File: src/rtl/trig_queue_pkg.sv
/*
  Shared constants, field layouts and types of the trigger pulse queue.
  Assumes a single 250 MHz APB clock domain and synchronous trigger inputs.
*/
// Behaviour
// - Software and external requests are queued and released no faster than programmed.
// - With queuing on, software is blocked only while the queue is full.
// - Writing a count to the request register enqueues that many requests, or as many as fit in the free space.
// - Queue holds 2040 entries; space left is capacity minus occupancy.
// - Occupancy is readable and drops only after a sequence's last pulse, or to zero on a stop or abort command.
// - Drain halt refuses new inputs but finishes every queued pulse.
// - Abort halt cancels pulse generation at once, dropping queued pulses.
// - External inputs are queued only while the queue mode bit is on.
// - Queued pulses are spaced by at least the minimum output period.
// - An input into an empty, rested queue goes straight to the output.
// - With queuing, lost event and violation flag rise only on overflow.
// - Without queuing, an early external input is dropped and reported.
// - External inputs are edge events; polarity picks rising or falling.
// - Output selectors can bypass an input, or its edges, to an output.
// - Four camera trigger channels; several may share one input.
// - Synchronized mode feeds a secondary channel from channel zero's pulses.
// - Synchronized mode is refused for the first channel.
// - An output selector may take another channel's pulse as its source.
// - Minimum output spacing is the reciprocal of the maximum output rate.
// - A request written while blocked is ignored and not enqueued.
`default_nettype none

package trig_queue_pkg;

  localparam int NCAM = 4;
  localparam int NIN = 4;
  localparam int QUEUE_CAP = 2040;
  localparam int OCC_W = 11;
  localparam int CLK_HZ = 250000000;

  // Per-channel register offsets; channel n sits at n * 32 bytes.
  localparam logic [4:0] OFS_CTRL = 5'h00;
  localparam logic [4:0] OFS_RUN = 5'h04;
  localparam logic [4:0] OFS_PERIOD = 5'h08;
  localparam logic [4:0] OFS_SEQ = 5'h0C;
  localparam logic [4:0] OFS_SWREQ = 5'h10;
  localparam logic [4:0] OFS_STATUS = 5'h14;
  localparam logic [4:0] OFS_FILL = 5'h18;
  localparam logic [4:0] OFS_OUTSEL = 5'h1C;

  // Source modes held in the control register.
  localparam logic [1:0] MODE_SOFTWARE = 2'h0;
  localparam logic [1:0] MODE_EXTERNAL = 2'h1;
  localparam logic [1:0] MODE_SYNC = 2'h2;

  // Run commands written to the run register.
  localparam logic [1:0] CMD_STOP = 2'h0;
  localparam logic [1:0] CMD_START = 2'h1;
  localparam logic [1:0] CMD_DRAIN = 2'h2;
  localparam logic [1:0] CMD_ABORT = 2'h3;

  // Output selector source codes.
  localparam logic [2:0] SRC_OWN = 3'h0;
  localparam logic [2:0] SRC_OTHER = 3'h1;
  localparam logic [2:0] SRC_PASS = 3'h2;
  localparam logic [2:0] SRC_RISE = 3'h3;
  localparam logic [2:0] SRC_FALL = 3'h4;

  // Status bit positions and fill field position.
  localparam int ST_BLOCKED = 0;
  localparam int ST_VIOL = 1;
  localparam int ST_BUSY = 2;
  localparam int FILL_SPACE_LSB = 16;

  // Reset values.
  localparam logic [31:0] PERIOD_RST = 32'h0000_0001;
  localparam logic [15:0] SEQ_RST = 16'h0001;
  localparam logic [31:0] GAP_RST = 32'hFFFF_FFFF;

  typedef enum logic [1:0] {RUN_STOPPED, RUN_ACTIVE, RUN_DRAIN} run_type;

  typedef struct packed {
    logic [1:0] in_sel;
    logic queue_on;
    logic polarity;
    logic [1:0] mode;
  } ctrl_type;

  typedef struct packed {
    logic [1:0] front_src;
    logic [2:0] front_sel;
    logic [1:0] cam_src;
    logic [2:0] cam_sel;
  } outsel_type;

  localparam ctrl_type CTRL_RST = 6'h00;
  localparam outsel_type OUTSEL_RST = 10'h000;

endpackage : trig_queue_pkg

`default_nettype wire

File: src/rtl/trigger_pulse_queue.sv
/*
  Trigger pulse queue with output rate limiter for four camera channels,
  with APB register access, bypass routing and cross-channel selection.
  Assumes APB master and trigger inputs on pclk; no interrupt logic.
*/
`default_nettype none

module trigger_pulse_queue #(
  parameter int NCAM = trig_queue_pkg::NCAM,
  parameter int NIN = trig_queue_pkg::NIN
) (
  // Clock and reset.
  input wire logic pclk,
  input wire logic presetn,
  // APB slave.
  input wire logic [11:0] paddr,
  input wire logic psel,
  input wire logic penable,
  input wire logic pwrite,
  input wire logic [31:0] pwdata,
  input wire logic [3:0] pstrb,
  output logic [31:0] prdata,
  output logic pready,
  output logic pslverr,
  // External trigger inputs.
  input wire logic [NIN-1:0] ext_in,
  // Trigger outputs per channel.
  output logic [NCAM-1:0] cam_trig,
  output logic [NCAM-1:0] front_out,
  output logic [NCAM-1:0] lost_event
);

  localparam int OW = trig_queue_pkg::OCC_W;
  localparam logic [OW-1:0] CAP = OW'(trig_queue_pkg::QUEUE_CAP);

  // Returns whether the active edge of an input occurred.
  function automatic logic edge_of(input logic cur, input logic prev,
                                   input logic fall);
    edge_of = fall ? (prev & ~cur) : (cur & ~prev);
  endfunction : edge_of

  // Picks an output source; bypass codes skip the rate limiter.
  function automatic logic pick(input logic [2:0] sel, input logic own,
                                input logic other, input logic lvl,
                                input logic rise, input logic fall);
    case (sel)
      trig_queue_pkg::SRC_OWN: pick = own;
      trig_queue_pkg::SRC_OTHER: pick = other;
      trig_queue_pkg::SRC_PASS: pick = lvl;
      trig_queue_pkg::SRC_RISE: pick = rise;
      trig_queue_pkg::SRC_FALL: pick = fall;
      default: pick = 1'b0;
    endcase
  endfunction : pick

  // Channel state, one element per camera channel.
  trig_queue_pkg::ctrl_type ctrl_ff [NCAM];
  trig_queue_pkg::outsel_type outsel_ff [NCAM];
  trig_queue_pkg::run_type run_ff [NCAM];
  trig_queue_pkg::run_type nxt_run [NCAM];
  logic [31:0] period_ff [NCAM];
  logic [15:0] seq_ff [NCAM];
  logic [15:0] idx_ff [NCAM];
  logic [15:0] nxt_idx [NCAM];
  logic [31:0] gap_ff [NCAM];
  logic [OW-1:0] occ_ff [NCAM];
  logic [OW-1:0] nxt_occ [NCAM];
  logic [OW-1:0] cap_eff [NCAM];
  logic [OW-1:0] space [NCAM];
  logic [OW-1:0] add [NCAM];
  logic [31:0] rd_word [NCAM];
  logic [NCAM-1:0] pulse_ff;
  logic [NCAM-1:0] viol_ff;
  logic [NCAM-1:0] lost_ff;
  logic [NCAM-1:0] emit;
  logic [NCAM-1:0] done;
  logic [NCAM-1:0] gap_ok;
  logic [NCAM-1:0] blocked;
  logic [NCAM-1:0] abort;
  logic [NCAM-1:0] ext_ev;
  logic [NCAM-1:0] ext_lost;
  logic [NCAM-1:0] in_lvl;
  logic [NCAM-1:0] in_rise;
  logic [NCAM-1:0] in_fall;
  logic [NIN-1:0] in_prev_ff;
  logic [31:0] prdata_ff;
  logic pready_ff;
  logic pslverr_ff;
  logic [NCAM-1:0] cam_ff;
  logic [NCAM-1:0] front_ff;

  // Bus decode; the access phase always completes one cycle after setup.
  wire logic setup = psel & ~penable;
  wire logic [4:0] ofs = paddr[4:0];
  wire logic [1:0] bus_ch = paddr[6:5];
  wire logic addr_ok = (paddr[11:7] == 5'h00) && (paddr[1:0] == 2'h0);
  wire logic strb_ok = ~pwrite | (pstrb == 4'hF);
  wire logic wr_en = psel & penable & pready_ff & pwrite & addr_ok & strb_ok;

  assign prdata = prdata_ff;
  assign pready = pready_ff;
  assign pslverr = pslverr_ff;
  assign cam_trig = cam_ff;
  assign front_out = front_ff;
  assign lost_event = lost_ff;

  // Read data is captured in the setup cycle so it is a flop in access.
  always_ff @(posedge pclk or negedge presetn) begin
    if (!presetn) begin
      pready_ff <= 1'b0;
      pslverr_ff <= 1'b0;
      prdata_ff <= 32'h0000_0000;
      in_prev_ff <= '0;
    end else begin
      pready_ff <= setup;
      pslverr_ff <= setup & ~(addr_ok & strb_ok);
      prdata_ff <= (setup & addr_ok & ~pwrite) ? rd_word[bus_ch] :
                   32'h0000_0000;
      in_prev_ff <= ext_in;
    end
  end

  genvar g;
  generate
    for (g = 0; g < NCAM; g++) begin : gen_ch
      wire logic sel_wr = wr_en && (bus_ch == 2'(g));
      wire logic accepting = (run_ff[g] == trig_queue_pkg::RUN_ACTIVE);
      wire logic [1:0] mode = ctrl_ff[g].mode;
      wire logic cur = ext_in[ctrl_ff[g].in_sel];
      wire logic prev = in_prev_ff[ctrl_ff[g].in_sel];
      wire logic edge_hit = edge_of(cur, prev, ctrl_ff[g].polarity);
      wire logic sync_hit = (g > 0) ? pulse_ff[0] : 1'b0;
      wire logic queued = ctrl_ff[g].queue_on;
      wire logic [15:0] seq_eff = (seq_ff[g] == 16'h0000) ? 16'h0001 :
                                  seq_ff[g];
      wire logic last = (idx_ff[g] == seq_eff - 16'h0001);
      wire logic ext_take;
      wire logic sw_wr;
      wire logic [OW-1:0] sw_add;
      wire logic cmd_wr = sel_wr && (ofs == trig_queue_pkg::OFS_RUN);
      wire logic [1:0] cmd = pwdata[1:0];
      wire trig_queue_pkg::ctrl_type wr_ctrl = pwdata[5:0];
      wire logic bad_sync = (g == 0) &&
                            (wr_ctrl.mode == trig_queue_pkg::MODE_SYNC);

      // Source events; several channels may watch the same input.
      assign ext_ev[g] = accepting &&
        ((mode == trig_queue_pkg::MODE_EXTERNAL) ? edge_hit :
         (mode == trig_queue_pkg::MODE_SYNC) ? sync_hit : 1'b0);
      assign in_lvl[g] = cur;
      assign in_rise[g] = edge_of(cur, prev, 1'b0);
      assign in_fall[g] = edge_of(cur, prev, 1'b1);

      // Without queuing the capacity is a single in-flight request.
      assign cap_eff[g] = queued ? CAP : OW'(1);
      assign space[g] = cap_eff[g] - occ_ff[g];
      assign blocked[g] = (occ_ff[g] >= cap_eff[g]);
      assign gap_ok[g] = (gap_ff[g] >= period_ff[g]);
      assign ext_take = ext_ev[g] && (queued ? (space[g] != '0) :
                        ((occ_ff[g] == '0) && gap_ok[g]));
      assign ext_lost[g] = ext_ev[g] & ~ext_take;
      assign sw_wr = sel_wr && (ofs == trig_queue_pkg::OFS_SWREQ) &&
                     accepting && (mode == trig_queue_pkg::MODE_SOFTWARE) &&
                     !blocked[g];
      // A count beyond the free space is clipped to what fits.
      assign sw_add = ((pwdata[31:OW] != '0) ||
                       (pwdata[OW-1:0] > space[g])) ? space[g] :
                      pwdata[OW-1:0];
      assign add[g] = ext_take ? OW'(1) : (sw_wr ? sw_add : '0);
      assign abort[g] = cmd_wr && ((cmd == trig_queue_pkg::CMD_ABORT) ||
                                   (cmd == trig_queue_pkg::CMD_STOP));
      // A queued request is emitted once the spacing has elapsed.
      assign emit[g] = (run_ff[g] != trig_queue_pkg::RUN_STOPPED) &&
                       (occ_ff[g] != '0) && gap_ok[g] && !abort[g];
      assign done[g] = emit[g] & last;
      assign nxt_occ[g] = abort[g] ? '0 :
                          occ_ff[g] + add[g] - OW'(done[g]);
      assign nxt_idx[g] = (abort[g] || done[g]) ? 16'h0000 :
                          (emit[g] ? idx_ff[g] + 16'h0001 : idx_ff[g]);

      // Run state: drain keeps emitting until the queue is empty.
      always_comb begin
        nxt_run[g] = run_ff[g];
        if (cmd_wr) begin
          case (cmd)
            trig_queue_pkg::CMD_START: nxt_run[g] = trig_queue_pkg::RUN_ACTIVE;
            trig_queue_pkg::CMD_DRAIN: nxt_run[g] = trig_queue_pkg::RUN_DRAIN;
            default: nxt_run[g] = trig_queue_pkg::RUN_STOPPED;
          endcase
        end
        if ((nxt_run[g] == trig_queue_pkg::RUN_DRAIN) &&
            (nxt_occ[g] == '0)) begin
          nxt_run[g] = trig_queue_pkg::RUN_STOPPED;
        end
      end

      // Register readback.
      assign rd_word[g] =
        (ofs == trig_queue_pkg::OFS_CTRL) ? {26'h0, ctrl_ff[g]} :
        (ofs == trig_queue_pkg::OFS_RUN) ? {30'h0, run_ff[g]} :
        (ofs == trig_queue_pkg::OFS_PERIOD) ? period_ff[g] :
        (ofs == trig_queue_pkg::OFS_SEQ) ? {16'h0, seq_ff[g]} :
        (ofs == trig_queue_pkg::OFS_STATUS) ?
          {29'h0, occ_ff[g] != '0, viol_ff[g], blocked[g]} :
        (ofs == trig_queue_pkg::OFS_FILL) ?
          {5'h00, space[g], 5'h00, occ_ff[g]} :
        (ofs == trig_queue_pkg::OFS_OUTSEL) ? {22'h0, outsel_ff[g]} :
        32'h0000_0000;

      // Configuration written by software steers the channel.
      always_ff @(posedge pclk or negedge presetn) begin
        if (!presetn) begin
          ctrl_ff[g] <= trig_queue_pkg::CTRL_RST;
          outsel_ff[g] <= trig_queue_pkg::OUTSEL_RST;
          period_ff[g] <= trig_queue_pkg::PERIOD_RST;
          seq_ff[g] <= trig_queue_pkg::SEQ_RST;
        end else if (sel_wr) begin
          if (ofs == trig_queue_pkg::OFS_CTRL) begin
            ctrl_ff[g] <= bad_sync ?
              {wr_ctrl.in_sel, wr_ctrl.queue_on, wr_ctrl.polarity,
               trig_queue_pkg::MODE_SOFTWARE} : wr_ctrl;
          end
          if (ofs == trig_queue_pkg::OFS_OUTSEL) begin
            outsel_ff[g] <= pwdata[9:0];
          end
          if (ofs == trig_queue_pkg::OFS_PERIOD) begin
            period_ff[g] <= pwdata;
          end
          if (ofs == trig_queue_pkg::OFS_SEQ) begin
            seq_ff[g] <= pwdata[15:0];
          end
        end
      end

      // Queue, sequence position and spacing counter.
      always_ff @(posedge pclk or negedge presetn) begin
        if (!presetn) begin
          run_ff[g] <= trig_queue_pkg::RUN_STOPPED;
          occ_ff[g] <= '0;
          idx_ff[g] <= 16'h0000;
          gap_ff[g] <= trig_queue_pkg::GAP_RST;
          pulse_ff[g] <= 1'b0;
          lost_ff[g] <= 1'b0;
          viol_ff[g] <= 1'b0;
        end else begin
          run_ff[g] <= nxt_run[g];
          occ_ff[g] <= nxt_occ[g];
          idx_ff[g] <= nxt_idx[g];
          gap_ff[g] <= emit[g] ? 32'h0000_0001 :
                       (gap_ok[g] ? gap_ff[g] : gap_ff[g] + 32'h0000_0001);
          pulse_ff[g] <= emit[g];
          lost_ff[g] <= ext_lost[g];
          // Set wins over the write-one clear.
          viol_ff[g] <= ext_lost[g] | (viol_ff[g] & ~(sel_wr &&
                        (ofs == trig_queue_pkg::OFS_STATUS) &&
                        pwdata[trig_queue_pkg::ST_VIOL]));
        end
      end

      // Output selection, including bypass and cross-channel sources.
      always_ff @(posedge pclk or negedge presetn) begin
        if (!presetn) begin
          cam_ff[g] <= 1'b0;
          front_ff[g] <= 1'b0;
        end else begin
          cam_ff[g] <= pick(outsel_ff[g].cam_sel, pulse_ff[g],
                            pulse_ff[outsel_ff[g].cam_src], in_lvl[g],
                            in_rise[g], in_fall[g]);
          front_ff[g] <= pick(outsel_ff[g].front_sel, pulse_ff[g],
                              pulse_ff[outsel_ff[g].front_src], in_lvl[g],
                              in_rise[g], in_fall[g]);
        end
      end
    end
  endgenerate

  // Helper: cycles since channel zero's previous pulse.
  logic [31:0] since_ff;
  logic seen_ff;
  always_ff @(posedge pclk or negedge presetn) begin
    if (!presetn) begin
      since_ff <= 32'h0000_0000;
      seen_ff <= 1'b0;
    end else begin
      since_ff <= pulse_ff[0] ? 32'h0000_0001 : since_ff + 32'h0000_0001;
      seen_ff <= seen_ff | pulse_ff[0];
    end
  end
endmodule : trigger_pulse_queue

`default_nettype wire

File: config.mk
export PLATFORM = sky130hd
export DESIGN_NAME = trigger_pulse_queue
export DESIGN_NICKNAME = d
export VERILOG_FILES = /design/src/rtl/trig_queue_pkg.sv /design/src/rtl/trigger_pulse_queue.sv
export SDC_FILE = /design/constraint.sdc
export NUM_CORES = 2
export LEC_CHECK = 0
export BUFFER_PORTS_ARGS = -buffer_cell sky130_fd_sc_hd__buf_2
export CAP_MARGIN = 20
export CORE_ASPECT_RATIO = 1.5
export CORE_MARGIN = 5
export CORE_UTILIZATION = 35
export DETAILED_ROUTE_END_ITERATION = 12
export GPL_TIMING_DRIVEN = 0
export SETUP_SLACK_MARGIN = 0.5
export SYNTH_ARGS = -nofsm -noshare
export SYNTH_HDL_FRONTEND = slang
export SYNTH_SLANG_ARGS = --single-unit
export TNS_END_PERCENT = 100
File: constraint.sdc
create_clock -name pclk -period 7.3 [get_ports pclk]
set_input_delay 0.365 -clock pclk [delete_from_list [all_inputs] [get_ports pclk]]
set_output_delay 0.365 -clock pclk [all_outputs]
set_load 0.1 [all_outputs]
==> flow_summary.ini <==
[sta]
max_slew_margin = 0.118
timing.final.crit_share = 0.946
finalSetupTns_ns = 0
rsz0062_at_grt = true
slew_violations = 0
fin_skew_ns = 0.0490
worst_pin_slew_ns = 1.32
setup_viol_count_final = 0
hold_viol = 0
fin_ws_ns = 0.396
fmax_mhz = 145
fin_crit_ns = 6.90
hold-worst-slack_ns = 0.0398

[placed_design]
dp_cells = 5643
dp_hpwl_mm = 122
dpl_worst_slack_ns = -0.828
place_congestion = 1.05
port_buffers = 97

[clocking]
cts_max_level = 2
root_buffer = clkbuf_16
clkLatencyLatePin_ns = 0.68
cts_made_buffers = 57
clk_pin_slew_worst_paths_ns = 0.07
clock-sinks = 558
clockBufferDepth = 3
cts_tree = built

[synthesis]
ys_async_sr_fraction = 1.00
avgSynthCellArea_um2 = 9.24
synthTopCellsByArea = dfrtp_1, ha_1, dfstp_2, mux2_2, nand2_1
synth_fp_nets = 4456
synth_seq_cells = 558
ys_types = 93
synthCells = 4107
yosysTopAreaCell = dfrtp_1
synth_ff_type = dfrtp_1
synth_top_cell_area_share = 0.278
synth-edff-count = 0
ys_seq_area_frac = 0.373
yosysWarnings = 0
synth_area_um2 = 37900

[critical_path]
r2r_start = gen_ch[1].queued
startpoint_type = register
slowest_delay_ns = 0.46
r2r_end = run_ff[5]
required_ns = 7.83
worst-r2r-setup-slack_ns = 0.40
worstPathArrival_ns = 7.43
cp_max_fo = 10
critical_path_class = register to register
cpMostUsedCell = ha_1
crit_start = gen_ch[1].queued
slowest_stage = dfrtp_2
r2r_cells = 32
endpoint_kind = register

[routing]
routedWlPerCell_um = 26.7
ant_nets = 0
first_pass_iters = 7
viasPerCell = 5.71
vias = 33200
wl_mm = 155
post-route-drc-count = 0
drt-initial-drc-count = 3034

[floorplanning]
die-area_um2 = 115000
core_region_area_um2 = 108000
dieWidth_um = 279
ios = 103
die_h_um = 413
start_util = 0.351
rows = 148

[layout]
layout_commonest_cell = dfrtp_1
layout_common_cells = dfrtp_1, nand2_1, inv_1
syn2layout_area_growth_pct = 14.4
final_cells = 5810
nNetsFinal = 4678
drive_above_1_share = 0.172

[global_routing]
grt_pass1_vias = 32900
grt_max_degree = 117
grt_pass1_wl_mm = 224
grtUsageTotal = 0.263
antenna_found_initial = 10
grt_overflow = 0

[status]
status = complete, no violations

[min_path]
hp-class = input pin to register
min_from = pwdata[23]
whs_path_depth = 2
min_delay_worst_endpoint = period_ff[119]

[power]
vdd_ir_drop_max_mv = 0.192
p_leak_nw = 19.3
p_per_area_nw_per_um2 = 228
power.total_mw = 9.89

[run]
maxCapViolations = 0
==> sequential cells by signal, summed over array words and instances (netlist names) <==
signal and count:
run_ff 8, ctrl_ff 12, in_prev_ff 4, outsel_ff 40
gen_ch.mode 8, pulse_ff 3, idx_ff 64, seq_ff 64
lost_event 4, gen_ch.sync_hit 1, viol_ff 4, cam_trig 4
period_ff 128, front_out 4, pready 1, gen_ch.queued 4
prdata 32, gap_ff 128, occ_ff 44, pslverr 1
==> worst max-delay path by stage <==
| stage | to | slack, ns | cells after the start |
|---|---|---|---|
| 6_report | run_ff[5] | 0.40 | 32 |
| 5_1_grt | run_ff[5] | 0.04 | 36 |
| 4_1_cts | run_ff[1] | 0.49 | 33 |
| 3_5_place_dp | run_ff[1] | -0.83 | 27 |
| 3_3_place_gp | period_ff[124] | -6.24 | 1 |
| 2_1_floorplan | run_ff[5] | 0.86 | 35 |
==> critical path, delay by kind of cell, from the launching register on <==
family,cells,cell delay [ns]
AOI/OAI and AO/OA,12,2.20
xor gates and xnor gates,1,0.14
adders and majority gates,4,1.01
buffers and inverters,6,0.77
DFF,1,0.46
muxes,2,0.62
and+or+nand+nor,7,1.59
==> where the power goes <==
group / internal, mW / switching (mW)
Sequential: 3.33 / 0.269
Combinational: 1.24 / 1.91
Clock: 1.74 / 1.40
==> routing by layer <==
metal / share of wire / up-vias / GRT usage
met5: 0.00016 / - / 0
met4: 0.11 / 4 / 0.222
met2: 0.46 / 1318 / 0.434
li1: - / 15100 / -
met1: 0.37 / 16200 / 0.299
met3: 0.061 / 503 / 0.0402
==> Yosys cell counts, drive strengths merged, types with 41 or more instances <==
master / number
nand3: 149
mux2i: 71
nand2b: 45
dfstp: 136
or3: 41
inv: 365
ha: 288
a21oi: 163
nand2: 366
nor4: 53
nor2: 324
and3: 48
nand4: 88
nor3: 86
and2: 42
xor2: 106
clkbuf: 140
o21ai: 236
mux2: 191
dfrtp: 422
xnor2: 150
a221oi: 65
a21o: 73
mux4: 49
==> what timing repair did <==
item / 4_1_cts / 5_1_grt
cloned: 0 / 0
setup buffers: 26 / 11
hold endpoints to repair: 107 / 0
hold buffers: 12 / 0
gates resized for setup: 67 / 48
setup endpoints to repair: 17 / 5
pin swaps: 19 / 19
==> stage by stage <==
stage | util | area, µm²
3_5_place_dp | 0.375 | 40500
3_3_place_gp | 0.372 | 40200
4_1_cts | 0.399 | 43100
6_report | 0.401 | 43400
5_1_grt | 0.401 | 43400
2_1_floorplan | - | 37900
==> final cells by class <==
cell class / instances / area, µm²
Clock inverter: 33 / 390
Multi-Input combinational cell: 3007 / 22100
Antenna cell: 7 / 17.5
Tap cell: 1425 / 1780
Clock buffer: 75 / 1570
Timing Repair Buffer: 163 / 1240
Sequential cell: 558 / 14200
Inverter: 368 / 1390
Fill cell: 10800 / 64700
Buffer: 174 / 721
==> kinds of logic after synthesis <==
family,Yosys count,share of synthesized area
fa+ha+maj,298,0.0987
mux,311,0.105
compound gates,777,0.132
simple gates,1363,0.177
xor+xnor,258,0.0603
buf+inv,542,0.0550
flops,558,0.373
(Power assumes the default switching activity.)
